## src/rtl/gyro_cmd_regs.svh

```systemverilog
// character codes, sizes and error numbers of the serial command parser
`ifndef GYRO_CMD_REGS_SVH
`define GYRO_CMD_REGS_SVH
`define CH_BS 8'h08
`define CH_CR 8'h0d
`define CH_SP 8'h20
`define CH_COMMA 8'h2c
`define CH_GT 8'h3e
`define CH_UP_C 8'h43
`define CH_UP_E 8'h45
`define CH_UP_R 8'h52
`define CH_ZERO 8'h30
`define KEYWORD 88'h53_45_52_56_49_43_45_4d_4f_44_45
`define KEYWORD_LEN 4'hb
`define CMD_BUF_LEN 80
`define TX_FIFO_DEPTH 32
`define ERR_UNKNOWN 8'h01
`define ERR_SYNTAX 8'h02
`endif

```

## src/rtl/gyro_cmd_pkg.sv

```systemverilog
// types of the serial command parser
package gyro_cmd_pkg;
  typedef enum logic [4:0] {
    S_IDLE   = 5'h01,
    S_ERR    = 5'h02,
    S_EXEC   = 5'h04,
    S_PROMPT = 5'h08,
    S_INFO   = 5'h10
  } state_t;
  typedef enum logic [1:0] {
    MSG_UNKNOWN = 2'h0,
    MSG_SYNTAX  = 2'h1,
    MSG_PARAM   = 2'h2
  } msg_t;
endpackage

```

## src/rtl/char_fifo.sv

```systemverilog
// character fifo with registered output stage
`timescale 1ns/1ps
module char_fifo #(
  parameter int WIDTH = 8,
  parameter int DEPTH = 32
) (
  // clock and reset
  input wire logic clk_in,
  input wire logic rst_in,
  // write side
  input wire logic in_valid_in,
  output logic in_ready_out,
  input wire logic [WIDTH-1:0] in_data_in,
  // read side
  output logic out_valid_out,
  input wire logic out_ready_in,
  output logic [WIDTH-1:0] out_data_out,
  // fill level of the store
  output logic [$clog2(DEPTH+1)-1:0] level_out
);
  localparam int PW = $clog2(DEPTH);
  localparam int CW = $clog2(DEPTH+1);
  if (DEPTH < 4 || WIDTH < 1) begin : g_chk
    $error("char_fifo: unsupported size");
  end
  logic [WIDTH-1:0] mem [DEPTH];
  logic [PW-1:0] wr_q;
  logic [PW-1:0] rd_q;
  logic [CW-1:0] cnt_q;
  logic ov_q;
  logic [WIDTH-1:0] od_q;
  wire push = in_valid_in && (cnt_q < CW'(DEPTH));
  wire pop = (cnt_q != '0) && (!ov_q || out_ready_in);
  wire [PW-1:0] wr_nx = (wr_q == PW'(DEPTH-1)) ? '0 : wr_q + PW'(1);
  wire [PW-1:0] rd_nx = (rd_q == PW'(DEPTH-1)) ? '0 : rd_q + PW'(1);
  assign in_ready_out = cnt_q < CW'(DEPTH);
  assign out_valid_out = ov_q;
  assign out_data_out = od_q;
  assign level_out = cnt_q;
  always_ff @(posedge clk_in) begin
    if (push) begin
      mem[wr_q] <= in_data_in;
    end
  end
  always_ff @(posedge clk_in) begin
    if (rst_in) begin
      wr_q <= '0;
      rd_q <= '0;
      cnt_q <= '0;
      ov_q <= 1'b0;
      od_q <= '0;
    end else begin
      if (push) wr_q <= wr_nx;
      if (pop) rd_q <= rd_nx;
      cnt_q <= cnt_q + CW'(push) - CW'(pop);
      if (pop) begin
        od_q <= mem[rd_q];
        ov_q <= 1'b1;
      end else if (out_ready_in) begin
        ov_q <= 1'b0;
      end
    end
  end
endmodule // char_fifo

```

## src/rtl/gyro_serial_command_parser.sv

```systemverilog
// serial command interpreter for streaming and maintenance modes
`timescale 1ns/1ps
`include "gyro_cmd_regs.svh"
module gyro_serial_command_parser #(
  parameter int BUF_LEN = `CMD_BUF_LEN,
  parameter int FIFO_DEPTH = `TX_FIFO_DEPTH
) (
  // clock and reset
  input wire logic clk_in,
  input wire logic rst_in,
  // received characters
  input wire logic rx_valid_in,
  input wire logic [7:0] rx_data_in,
  output logic rx_ready_out,
  // transmitted characters
  output logic tx_valid_out,
  input wire logic tx_ready_in,
  output logic [7:0] tx_data_out,
  // datagram scheduler
  input wire logic ext_trig_mode_in,
  input wire logic slot_in,
  input wire logic ext_trig_in,
  input wire logic dgram_busy_in,
  input wire logic err_dgram_done_in,
  output logic send_config_out,
  output logic send_exterr_out,
  output logic clear_errors_out,
  output logic unit_reset_out,
  output logic maint_mode_out,
  output logic measure_drop_out,
  // maintenance command executor
  output logic info_req_out,
  output logic cmd_valid_out,
  output logic [7:0] cmd_letter_out,
  output logic [6:0] param_len_out,
  input wire logic [6:0] param_addr_in,
  output logic [7:0] param_data_out,
  input wire logic cmd_done_in,
  input wire logic [7:0] cmd_err_in,
  input wire logic exit_maint_in
);
  localparam int LW = 7;
  localparam int FW = $clog2(FIFO_DEPTH+1);
  if (BUF_LEN < 2 || BUF_LEN > 127 || FIFO_DEPTH < 4) begin : g_chk
    $error("gyro_serial_command_parser: unsupported size");
  end

  // ----------------------------------------------------------
  // helpers
  // ----------------------------------------------------------
  function automatic logic [7:0] kw_byte(input logic [3:0] i);
    kw_byte = 8'(`KEYWORD >> (8 * (10 - int'(i))));
  endfunction
  function automatic logic is_cmd(input logic [7:0] c);
    case (c)
      "i", "a", "c", "d", "t", "r", "u", "f", "m", "s", "x", "z", "?":
        is_cmd = 1'b1;
      default: is_cmd = 1'b0;
    endcase
  endfunction
  function automatic logic [7:0] dec_digit(input logic [7:0] v,
                                           input logic [1:0] p);
    logic [7:0] d;
    d = 8'h00;
    case (p)
      2'h0: d = v / 8'd100;
      2'h1: d = (v / 8'd10) % 8'd10;
      default: d = v % 8'd10;
    endcase
    dec_digit = `CH_ZERO + d;
  endfunction
  function automatic logic [4:0] msg_len(input gyro_cmd_pkg::msg_t k);
    case (k)
      gyro_cmd_pkg::MSG_UNKNOWN: msg_len = 5'd15;
      gyro_cmd_pkg::MSG_SYNTAX: msg_len = 5'd10;
      default: msg_len = 5'd17;
    endcase
  endfunction
  function automatic logic [7:0] msg_char(input gyro_cmd_pkg::msg_t k,
                                          input logic [4:0] i);
    logic [8*17-1:0] t;
    t = '0;
    case (k)
      gyro_cmd_pkg::MSG_UNKNOWN: t = "UNKNOWN COMMAND";
      gyro_cmd_pkg::MSG_SYNTAX: t = "BAD SYNTAX";
      default: t = "INVALID PARAMETER";
    endcase
    msg_char = 8'(t >> (8 * (int'(msg_len(k)) - 1 - int'(i))));
  endfunction

  // ----------------------------------------------------------
  // state
  // ----------------------------------------------------------
  gyro_cmd_pkg::state_t state_q, state_d;
  gyro_cmd_pkg::msg_t kind_q, kind_d;
  logic [7:0] code_q, code_d;
  logic [4:0] idx_q;
  logic [7:0] cbuf [BUF_LEN];
  logic [LW-1:0] m_len_q;
  logic [3:0] s_len_q;
  logic kw_ok_q;
  logic [7:0] first_q;
  logic cfg_pend_q, err_pend_q, maint_req_q, maint_q;
  logic rx_ready_q;
  logic trig_s1_q, trig_s2_q, trig_s3_q;
  logic send_cfg_q, send_err_q, clr_err_q, reset_q, info_q, cmd_v_q;
  logic [7:0] letter_q, pdata_q;
  logic [LW-1:0] plen_q;
  logic [FW-1:0] fifo_level;
  logic fifo_ready;

  // ----------------------------------------------------------
  // decode
  // ----------------------------------------------------------
  wire rx_take = rx_valid_in && rx_ready_q;
  wire is_cr = rx_data_in == `CH_CR;
  wire s_take = rx_take && !maint_q;
  wire m_take = rx_take && maint_q && state_q == gyro_cmd_pkg::S_IDLE;
  wire s_one = s_take && is_cr && s_len_q == 4'h1;
  wire req_cfg = s_one && first_q == `CH_UP_C;
  wire req_err = s_one && first_q == `CH_UP_E;
  wire req_rst = s_one && first_q == `CH_UP_R;
  wire req_kw = s_take && is_cr && s_len_q == `KEYWORD_LEN && kw_ok_q;
  wire trig_edge = trig_s2_q && !trig_s3_q;
  wire slot = ext_trig_mode_in ? trig_edge : slot_in;
  wire enter = maint_req_q && !dgram_busy_in;
  wire m_cr = m_take && is_cr;
  wire m_bs = m_take && rx_data_in == `CH_BS;
  wire m_store = m_take && !is_cr && !m_bs && m_len_q < LW'(BUF_LEN);
  wire known = is_cmd(cbuf[0]);
  wire syn_ok = m_len_q == LW'(1) || cbuf[1] == `CH_SP;
  wire [4:0] err_last = 5'd5 + msg_len(kind_q);
  wire [7:0] err_ch = (idx_q == 5'd0) ? `CH_UP_E :
                      (idx_q < 5'd4) ? dec_digit(code_q, 2'(idx_q - 5'd1)) :
                      (idx_q == 5'd4) ? `CH_SP :
                      (idx_q == err_last) ? `CH_CR :
                      msg_char(kind_q, idx_q - 5'd5);
  wire in_err = state_q == gyro_cmd_pkg::S_ERR;
  wire in_prompt = state_q == gyro_cmd_pkg::S_PROMPT;
  wire emit = (in_err || in_prompt) && fifo_ready;
  wire wr_valid = m_take || emit;
  wire [7:0] prompt_ch = idx_q == 5'd0 ? `CH_CR : `CH_GT;
  wire [7:0] wr_data = m_take ? rx_data_in :
                       in_err ? err_ch : prompt_ch;
  wire emit_last = (in_err && idx_q == err_last) ||
                   (in_prompt && idx_q == 5'd1);

  // ----------------------------------------------------------
  // sequencer
  // ----------------------------------------------------------
  always_comb begin
    state_d = state_q;
    kind_d = kind_q;
    code_d = code_q;
    case (state_q)
      gyro_cmd_pkg::S_IDLE: begin
        if (!maint_q && enter) begin
          state_d = gyro_cmd_pkg::S_INFO;
        end else if (m_cr) begin
          if (m_len_q == '0) begin
            state_d = gyro_cmd_pkg::S_PROMPT;
          end else if (!known) begin
            state_d = gyro_cmd_pkg::S_ERR;
            kind_d = gyro_cmd_pkg::MSG_UNKNOWN;
            code_d = `ERR_UNKNOWN;
          end else if (!syn_ok) begin
            state_d = gyro_cmd_pkg::S_ERR;
            kind_d = gyro_cmd_pkg::MSG_SYNTAX;
            code_d = `ERR_SYNTAX;
          end else begin
            state_d = gyro_cmd_pkg::S_EXEC;
          end
        end
      end
      gyro_cmd_pkg::S_EXEC: begin
        if (exit_maint_in) begin
          state_d = gyro_cmd_pkg::S_IDLE;
        end else if (cmd_done_in && cmd_err_in != 8'h00) begin
          state_d = gyro_cmd_pkg::S_ERR;
          kind_d = gyro_cmd_pkg::MSG_PARAM;
          code_d = cmd_err_in;
        end else if (cmd_done_in) begin
          state_d = gyro_cmd_pkg::S_PROMPT;
        end
      end
      gyro_cmd_pkg::S_INFO: begin
        if (cmd_done_in) state_d = gyro_cmd_pkg::S_PROMPT;
      end
      gyro_cmd_pkg::S_ERR: begin
        if (emit && emit_last) state_d = gyro_cmd_pkg::S_PROMPT;
      end
      gyro_cmd_pkg::S_PROMPT: begin
        if (emit && emit_last) state_d = gyro_cmd_pkg::S_IDLE;
      end
      default: state_d = gyro_cmd_pkg::S_IDLE;
    endcase
  end

  wire maint_d = (maint_q || (enter && !maint_q)) &&
                 !(exit_maint_in && state_q == gyro_cmd_pkg::S_EXEC);
  wire room = fifo_level < FW'(FIFO_DEPTH - 2);

  always_ff @(posedge clk_in) begin
    if (rst_in) begin
      state_q <= gyro_cmd_pkg::S_IDLE;
      kind_q <= gyro_cmd_pkg::MSG_UNKNOWN;
      code_q <= 8'h00;
      idx_q <= 5'd0;
      maint_q <= 1'b0;
      rx_ready_q <= 1'b0;
    end else begin
      state_q <= state_d;
      kind_q <= kind_d;
      code_q <= code_d;
      if (state_d != state_q) idx_q <= 5'd0;
      else if (emit) idx_q <= idx_q + 5'd1;
      maint_q <= maint_d;
      rx_ready_q <= !maint_d ||
                    (state_d == gyro_cmd_pkg::S_IDLE && room);
    end
  end

  // ----------------------------------------------------------
  // streaming requests
  // ----------------------------------------------------------
  always_ff @(posedge clk_in) begin
    if (rst_in) begin
      s_len_q <= 4'h0;
      kw_ok_q <= 1'b1;
      first_q <= 8'h00;
      cfg_pend_q <= 1'b0;
      err_pend_q <= 1'b0;
      maint_req_q <= 1'b0;
      trig_s1_q <= 1'b0;
      trig_s2_q <= 1'b0;
      trig_s3_q <= 1'b0;
      send_cfg_q <= 1'b0;
      send_err_q <= 1'b0;
      clr_err_q <= 1'b0;
      reset_q <= 1'b0;
      info_q <= 1'b0;
    end else begin
      trig_s1_q <= ext_trig_in;
      trig_s2_q <= trig_s1_q;
      trig_s3_q <= trig_s2_q;
      if (s_take && is_cr) begin
        s_len_q <= 4'h0;
        kw_ok_q <= 1'b1;
      end else if (s_take) begin
        if (s_len_q == 4'h0) first_q <= rx_data_in;
        kw_ok_q <= kw_ok_q && s_len_q < `KEYWORD_LEN &&
                   rx_data_in == kw_byte(s_len_q);
        if (s_len_q != 4'hf) s_len_q <= s_len_q + 4'h1;
      end
      send_cfg_q <= slot && cfg_pend_q && !maint_q;
      send_err_q <= slot && err_pend_q && !cfg_pend_q && !maint_q;
      cfg_pend_q <= req_cfg || (cfg_pend_q && !(slot && !maint_q));
      err_pend_q <= req_err ||
                    (err_pend_q && !(slot && !cfg_pend_q && !maint_q));
      clr_err_q <= err_dgram_done_in;
      reset_q <= req_rst;
      maint_req_q <= (maint_req_q || req_kw) && !enter;
      info_q <= enter && !maint_q;
    end
  end

  // ----------------------------------------------------------
  // maintenance line buffer
  // ----------------------------------------------------------
  always_ff @(posedge clk_in) begin
    if (m_store) cbuf[m_len_q] <= rx_data_in;
  end
  always_ff @(posedge clk_in) begin
    if (rst_in) begin
      m_len_q <= '0;
      cmd_v_q <= 1'b0;
      letter_q <= 8'h00;
      plen_q <= '0;
      pdata_q <= 8'h00;
    end else begin
      if (enter || m_cr) m_len_q <= '0;
      else if (m_bs && m_len_q != '0) m_len_q <= m_len_q - LW'(1);
      else if (m_store) m_len_q <= m_len_q + LW'(1);
      cmd_v_q <= state_q == gyro_cmd_pkg::S_IDLE &&
                 state_d == gyro_cmd_pkg::S_EXEC;
      if (m_cr) begin
        letter_q <= cbuf[0];
        plen_q <= m_len_q;
      end
      pdata_q <= param_addr_in < LW'(BUF_LEN) ? cbuf[param_addr_in] : 8'h00;
    end
  end

  // ----------------------------------------------------------
  // transmit fifo
  // ----------------------------------------------------------
  char_fifo #(.WIDTH(8), .DEPTH(FIFO_DEPTH)) u_tx_fifo (
    .clk_in(clk_in),
    .rst_in(rst_in),
    .in_valid_in(wr_valid),
    .in_ready_out(fifo_ready),
    .in_data_in(wr_data),
    .out_valid_out(tx_valid_out),
    .out_ready_in(tx_ready_in),
    .out_data_out(tx_data_out),
    .level_out(fifo_level)
  );

  assign rx_ready_out = rx_ready_q;
  assign send_config_out = send_cfg_q;
  assign send_exterr_out = send_err_q;
  assign clear_errors_out = clr_err_q;
  assign unit_reset_out = reset_q;
  assign maint_mode_out = maint_q;
  assign measure_drop_out = maint_q;
  assign info_req_out = info_q;
  assign cmd_valid_out = cmd_v_q;
  assign cmd_letter_out = letter_q;
  assign param_len_out = plen_q;
  assign param_data_out = pdata_q;
endmodule // gyro_serial_command_parser

```

## config.mk

```make
export PLATFORM = sky130hd
export DESIGN_NAME = gyro_serial_command_parser
export DESIGN_NICKNAME = d
export VERILOG_FILES = /design/src/rtl/gyro_cmd_pkg.sv /design/src/rtl/char_fifo.sv /design/src/rtl/gyro_serial_command_parser.sv
export VERILOG_INCLUDE_DIRS = /design/src /design/src/rtl
export SDC_FILE = /design/constraint.sdc
export NUM_CORES = 1
export LEC_CHECK = 0
export ABC_AREA = 0
export BUFFER_PORTS_ARGS = -buffer_cell sky130_fd_sc_hd__buf_2
export CAP_MARGIN = 25
export CELL_PAD_IN_SITES_DETAIL_PLACEMENT = 1
export CELL_PAD_IN_SITES_GLOBAL_PLACEMENT = 1
export CORE_MARGIN = 1.5
export CORE_UTILIZATION = 50
export CTS_CLUSTER_SIZE = 28
export DETAILED_ROUTE_END_ITERATION = 12
export HOLD_SLACK_MARGIN = 0.06
export PLACE_DENSITY = 0.74
export SYNTH_ARGS = -nofsm -noshare
export SYNTH_HDL_FRONTEND = slang
export SYNTH_HIERARCHICAL = 1
export SYNTH_SLANG_ARGS = --single-unit
```

## constraint.sdc

```tcl
create_clock -name clk_in -period 11.35 [get_ports clk_in]
set_input_delay 2.27 -clock clk_in [delete_from_list [all_inputs] [get_ports clk_in]]
set_output_delay 2.27 -clock clk_in [all_outputs]
set_load 0.01 [all_outputs]
```

==> results.md <==
* Vias per inst at 6.33
* Top cells by area, synth: edfxtp_1 (64%), mux4_2 (14%), dfxtp_1 (4.8%)
* Sequential Area at 29000 µm²
* # DRC at 0
* Synth Area per Inst at 16.9 µm²
* Vias at 23600
* CP Data Required Time at 11730 ps
* FF+latch count, synth at 998
* Crit path launch type: flip-flop
* Peak per-stage delay on the critical path at 620 ps
* ANT nets after route at 0
* Peak Freq at 157 MHz
* Synth Flop Type: edfxtp_1
* Final core utilization at 0.561
* Port Buf Inserts at 74
* Placement-stage cell area at 43600 µm²
* Sw Pwr at 1.80 mW
* Routed WL at 108000 µm
* Die area at 86000 µm²
* Clk buf depth at 3
* Internal power at 6.12 mW
* Synth cell types at 92
* Max-Cap Viols at 0
* CP arrival at 6730 ps
* Hold crit path type: reg -> reg
* Final min period at 6350 ps
* Yosys top cell area share at 0.639
* Worst-Skew Late Latency at 680 ps
* TritonCTS Buffers at 101
* Multi-input gate area at 12300 µm²
* Non-Filler Instances at 3733
* H-tree lvl count at 3
* Ys async rst share at 0
* Syn Nets at 2566
* Crit path buf inv count at 4
* Sequential fraction of the synthesis area at 0.687
* RePlAce Congestion at 0.842
* Core ar. at 83600 µm²
* Largest net degree at the start of global routing at 98
* Design Area, Final at 46900 µm²
* PD cells at 169 nW/µm²
* VDD IR-drop max at 137 µV
* Sw frac at 0.227
* CP endpoint kind: flip-flop
* Cts hold-fix bufs at 0
* FF-to-FF path depth at 21
* Hpwl dp at 67800 µm
* Relative slew slack at 0.241
* Crit path cell chain: inv_1 -> ha_1 -> inv_1 -> nand2_1 -> ha_1 -> or4bb_1 -> a211oi_1 -> a21oi_1 -> a2bb2oi_1 -> o21bai_1 -> inv_1 -> ha_1 -> nor2_1 -> o21a_1 -> xnor2_1 -> o32ai_1 -> o31ai_1 -> a21boi_0 -> o221ai_1 -> a221o_1 -> buf_16
* Grt ovf at 0
* Period Utilization, post-route at 0.560
* Unrepaired setup endpoints after global routing: no
* DRT Pass-1 Iters at 6
* Critical-path top delay cell: ha_1
* 1st-iter DRT viols at 1921
* Share of cells above drive strength 1 at 0.215
* Tightest Pin Transition at 1140 ps
* First-pass GRT wire length at 163000 µm
* Static Leak at 15.3 nW
* Clk slew on worst S/H paths at 60 ps
* Ant diodes at 0
* Initial antenna violation count at 1
* Combinational Power Share at 0.075
* Hold path cells at 2
* Final layout net count at 2646
* Synthesized cell area at 42100 µm²
* Total negative slack at 0 ps
* Seq pwr share at 0.512
* Status: completed
* Gr usage total at 0.255
* Fin. Hold Viols at 0
* Starting Density at 0.504
* I/O Pins at 75
* Final setup fails at 0
* Number of global-route vias before repair at 24900
* Leading area contributor after synthesis: edfxtp_1
* Count of pins over their slew limit at 0
* # rows at 106
* Die Ht at 293 µm
* Synth warn at 6
* Placed Cells at 3543
* FILL cells at 7503
* Clock Sink Count at 998
* Worst clock skew at 37.9 ps
* Post_cts resized at 0
* TritonCTS clock tree: built
* Crit path max-delay family: compound AO/OA/AOI/OAI gates
* Synthesized netlist cell count at 2490
* Worst Path Max Fanout at 29
* Synth-to-layout area growth at 11.3%
* Clock power frac at 0.413
* Post-CTS setup buffers at 0
* CP Class: reg -> reg
* EDFF count, synth at 896
* DR WL/cell at 28.8 µm
* Crit path depth at 21
* Die width at 293 µm
* CTS root buf: clkbuf_16
## metal layers
layer	vias to the layer above	share of wire	global-route usage
met2	815	0.51	0.437
li1	10100	-	-
met5	-	0	0
met4	0	0.028	0.0730
met3	185	0.053	0.0358
met1	12500	0.41	0.342
## worst reg2reg max path: cells and delay by family, from the launching register on
family,cells,cell delay (ps)
compound gates,10,2800
xor+xnor,1,70
fa+ha+maj,3,1160
buf+inv,4,880
flops,1,390
simple gates,3,760
## final timing paths
path	slack, ps	to	startpoint
min reg2reg	460	param_len_out[6]	param_len_out[6]
max	5000	u_tx_fifo/mem[5][1]	idx_q[0]
min	460	param_len_out[6]	param_len_out[6]
max reg2reg	5000	u_tx_fifo/mem[5][1]	idx_q[0]
## power by group through the flow
| stage | registers (mW) | clock network [mW] | logic [mW] |
|---|---|---|---|
| 4_1_cts | 4.06 | 3.31 | 0.601 |
| 6_report | 4.05 | 3.27 | 0.596 |
| 5_1_grt | 4.06 | 3.43 | 0.638 |
| 3_3_place_gp | 4.13 | 0 | 0.569 |
| 3_5_place_dp | 4.13 | 0 | 0.596 |
| 2_1_floorplan | 4.10 | 0 | 0.440 |
## placed cells by master (no fill, tap or decap), types with 8 or more instances in the layout
cell type | synthesis | layout
buf_4 | 7 | 41
bufinv_16 | 0 | 8
clkinv_2 | 0 | 16
o211ai_1 | 10 | 10
o21ai_0 | 61 | 59
nand4_1 | 9 | 9
nor2b_1 | 23 | 23
nand3b_1 | 11 | 11
clkbuf_16 | 0 | 102
a2bb2oi_1 | 10 | 10
nand3_1 | 48 | 48
edfxtp_1 | 896 | 896
dfxtp_1 | 102 | 100
clkbuf_1 | 93 | 25
o41ai_1 | 9 | 9
o22ai_1 | 19 | 19
nor4_1 | 8 | 8
nand2_1 | 115 | 115
nor3_1 | 34 | 33
a211oi_1 | 10 | 10
a21oi_1 | 86 | 86
mux2i_1 | 19 | 19
and2_1 | 13 | 13
a22o_1 | 19 | 19
buf_2 | 10 | 69
o21a_1 | 9 | 9
ha_1 | 40 | 40
clkinv_1 | 4 | 21
and3_1 | 9 | 9
nor2_1 | 253 | 252
nand2b_1 | 26 | 26
mux4_2 | 271 | 271
xnor2_1 | 22 | 22
xor2_1 | 12 | 12
inv_1 | 43 | 43
or2_2 | 8 | 8
a31oi_1 | 12 | 11
## cells in the mapped netlist (21+ instances only)
library cell and count:
xnor2_1 22, a21oi_1 86, buf_1 21, inv_1 43, dfxtp_1 102, nand3_1 48, clkbuf_1 93, nor2_1 253
nand2_1 115, mux4_2 271, nor2b_1 23, nand2b_1 26, ha_1 40, nor3_1 34, edfxtp_1 896, o21ai_0 61
## state kept, by name (all words and copies together) (netlist names), 2 cells and up
register,flops
s_len_q,4
u_tx_fifo/wr_q,5
kind_q,2
param_data_out,8
cbuf,640
cmd_letter_out,8
m_len_q,7
code_q,8
u_tx_fifo/out_data_out,8
first_q,8
u_tx_fifo/rd_q,5
u_tx_fifo/level_out,6
u_tx_fifo/mem,256
idx_q,5
param_len_out,7
state_q,5
## final cells by class
type                    count  share of cell area
flip-flops and latches    998               0.618
repair buffers            119              0.0172
multi-input cells        1302               0.263
clock inverters            54              0.0115
clock buffers             132              0.0575
inverters                  48             0.00395
well taps                1080              0.0288
## metrics by stage
stage / setup WS (ps) / power [mW] / hold WS [ps]
after floorplan: 5540 / 4.54 / 414
after global placement: 5080 / 4.70 / 418
after detailed placement: 4630 / 4.73 / 443
after CTS: 4630 / 7.97 / 461
after global routing: 4540 / 8.13 / 477
final: 5000 / 7.92 / 455
## cell families (layout without fill, tap and decap cells)
group,count (synthesis),in the layout,synth area share
AND/OR/NAND/NOR,597,597,0.0667
buffers and inverters,190,353,0.0202
multiplexers,293,293,0.151
flip-flops,998,998,0.687
XOR/XNOR,34,34,0.00707
adder cells (fa/ha/maj),43,43,0.0131
AO/OA/AOI/OAI,335,335,0.0547
Note: power is estimated with default switching activity, not from simulation.
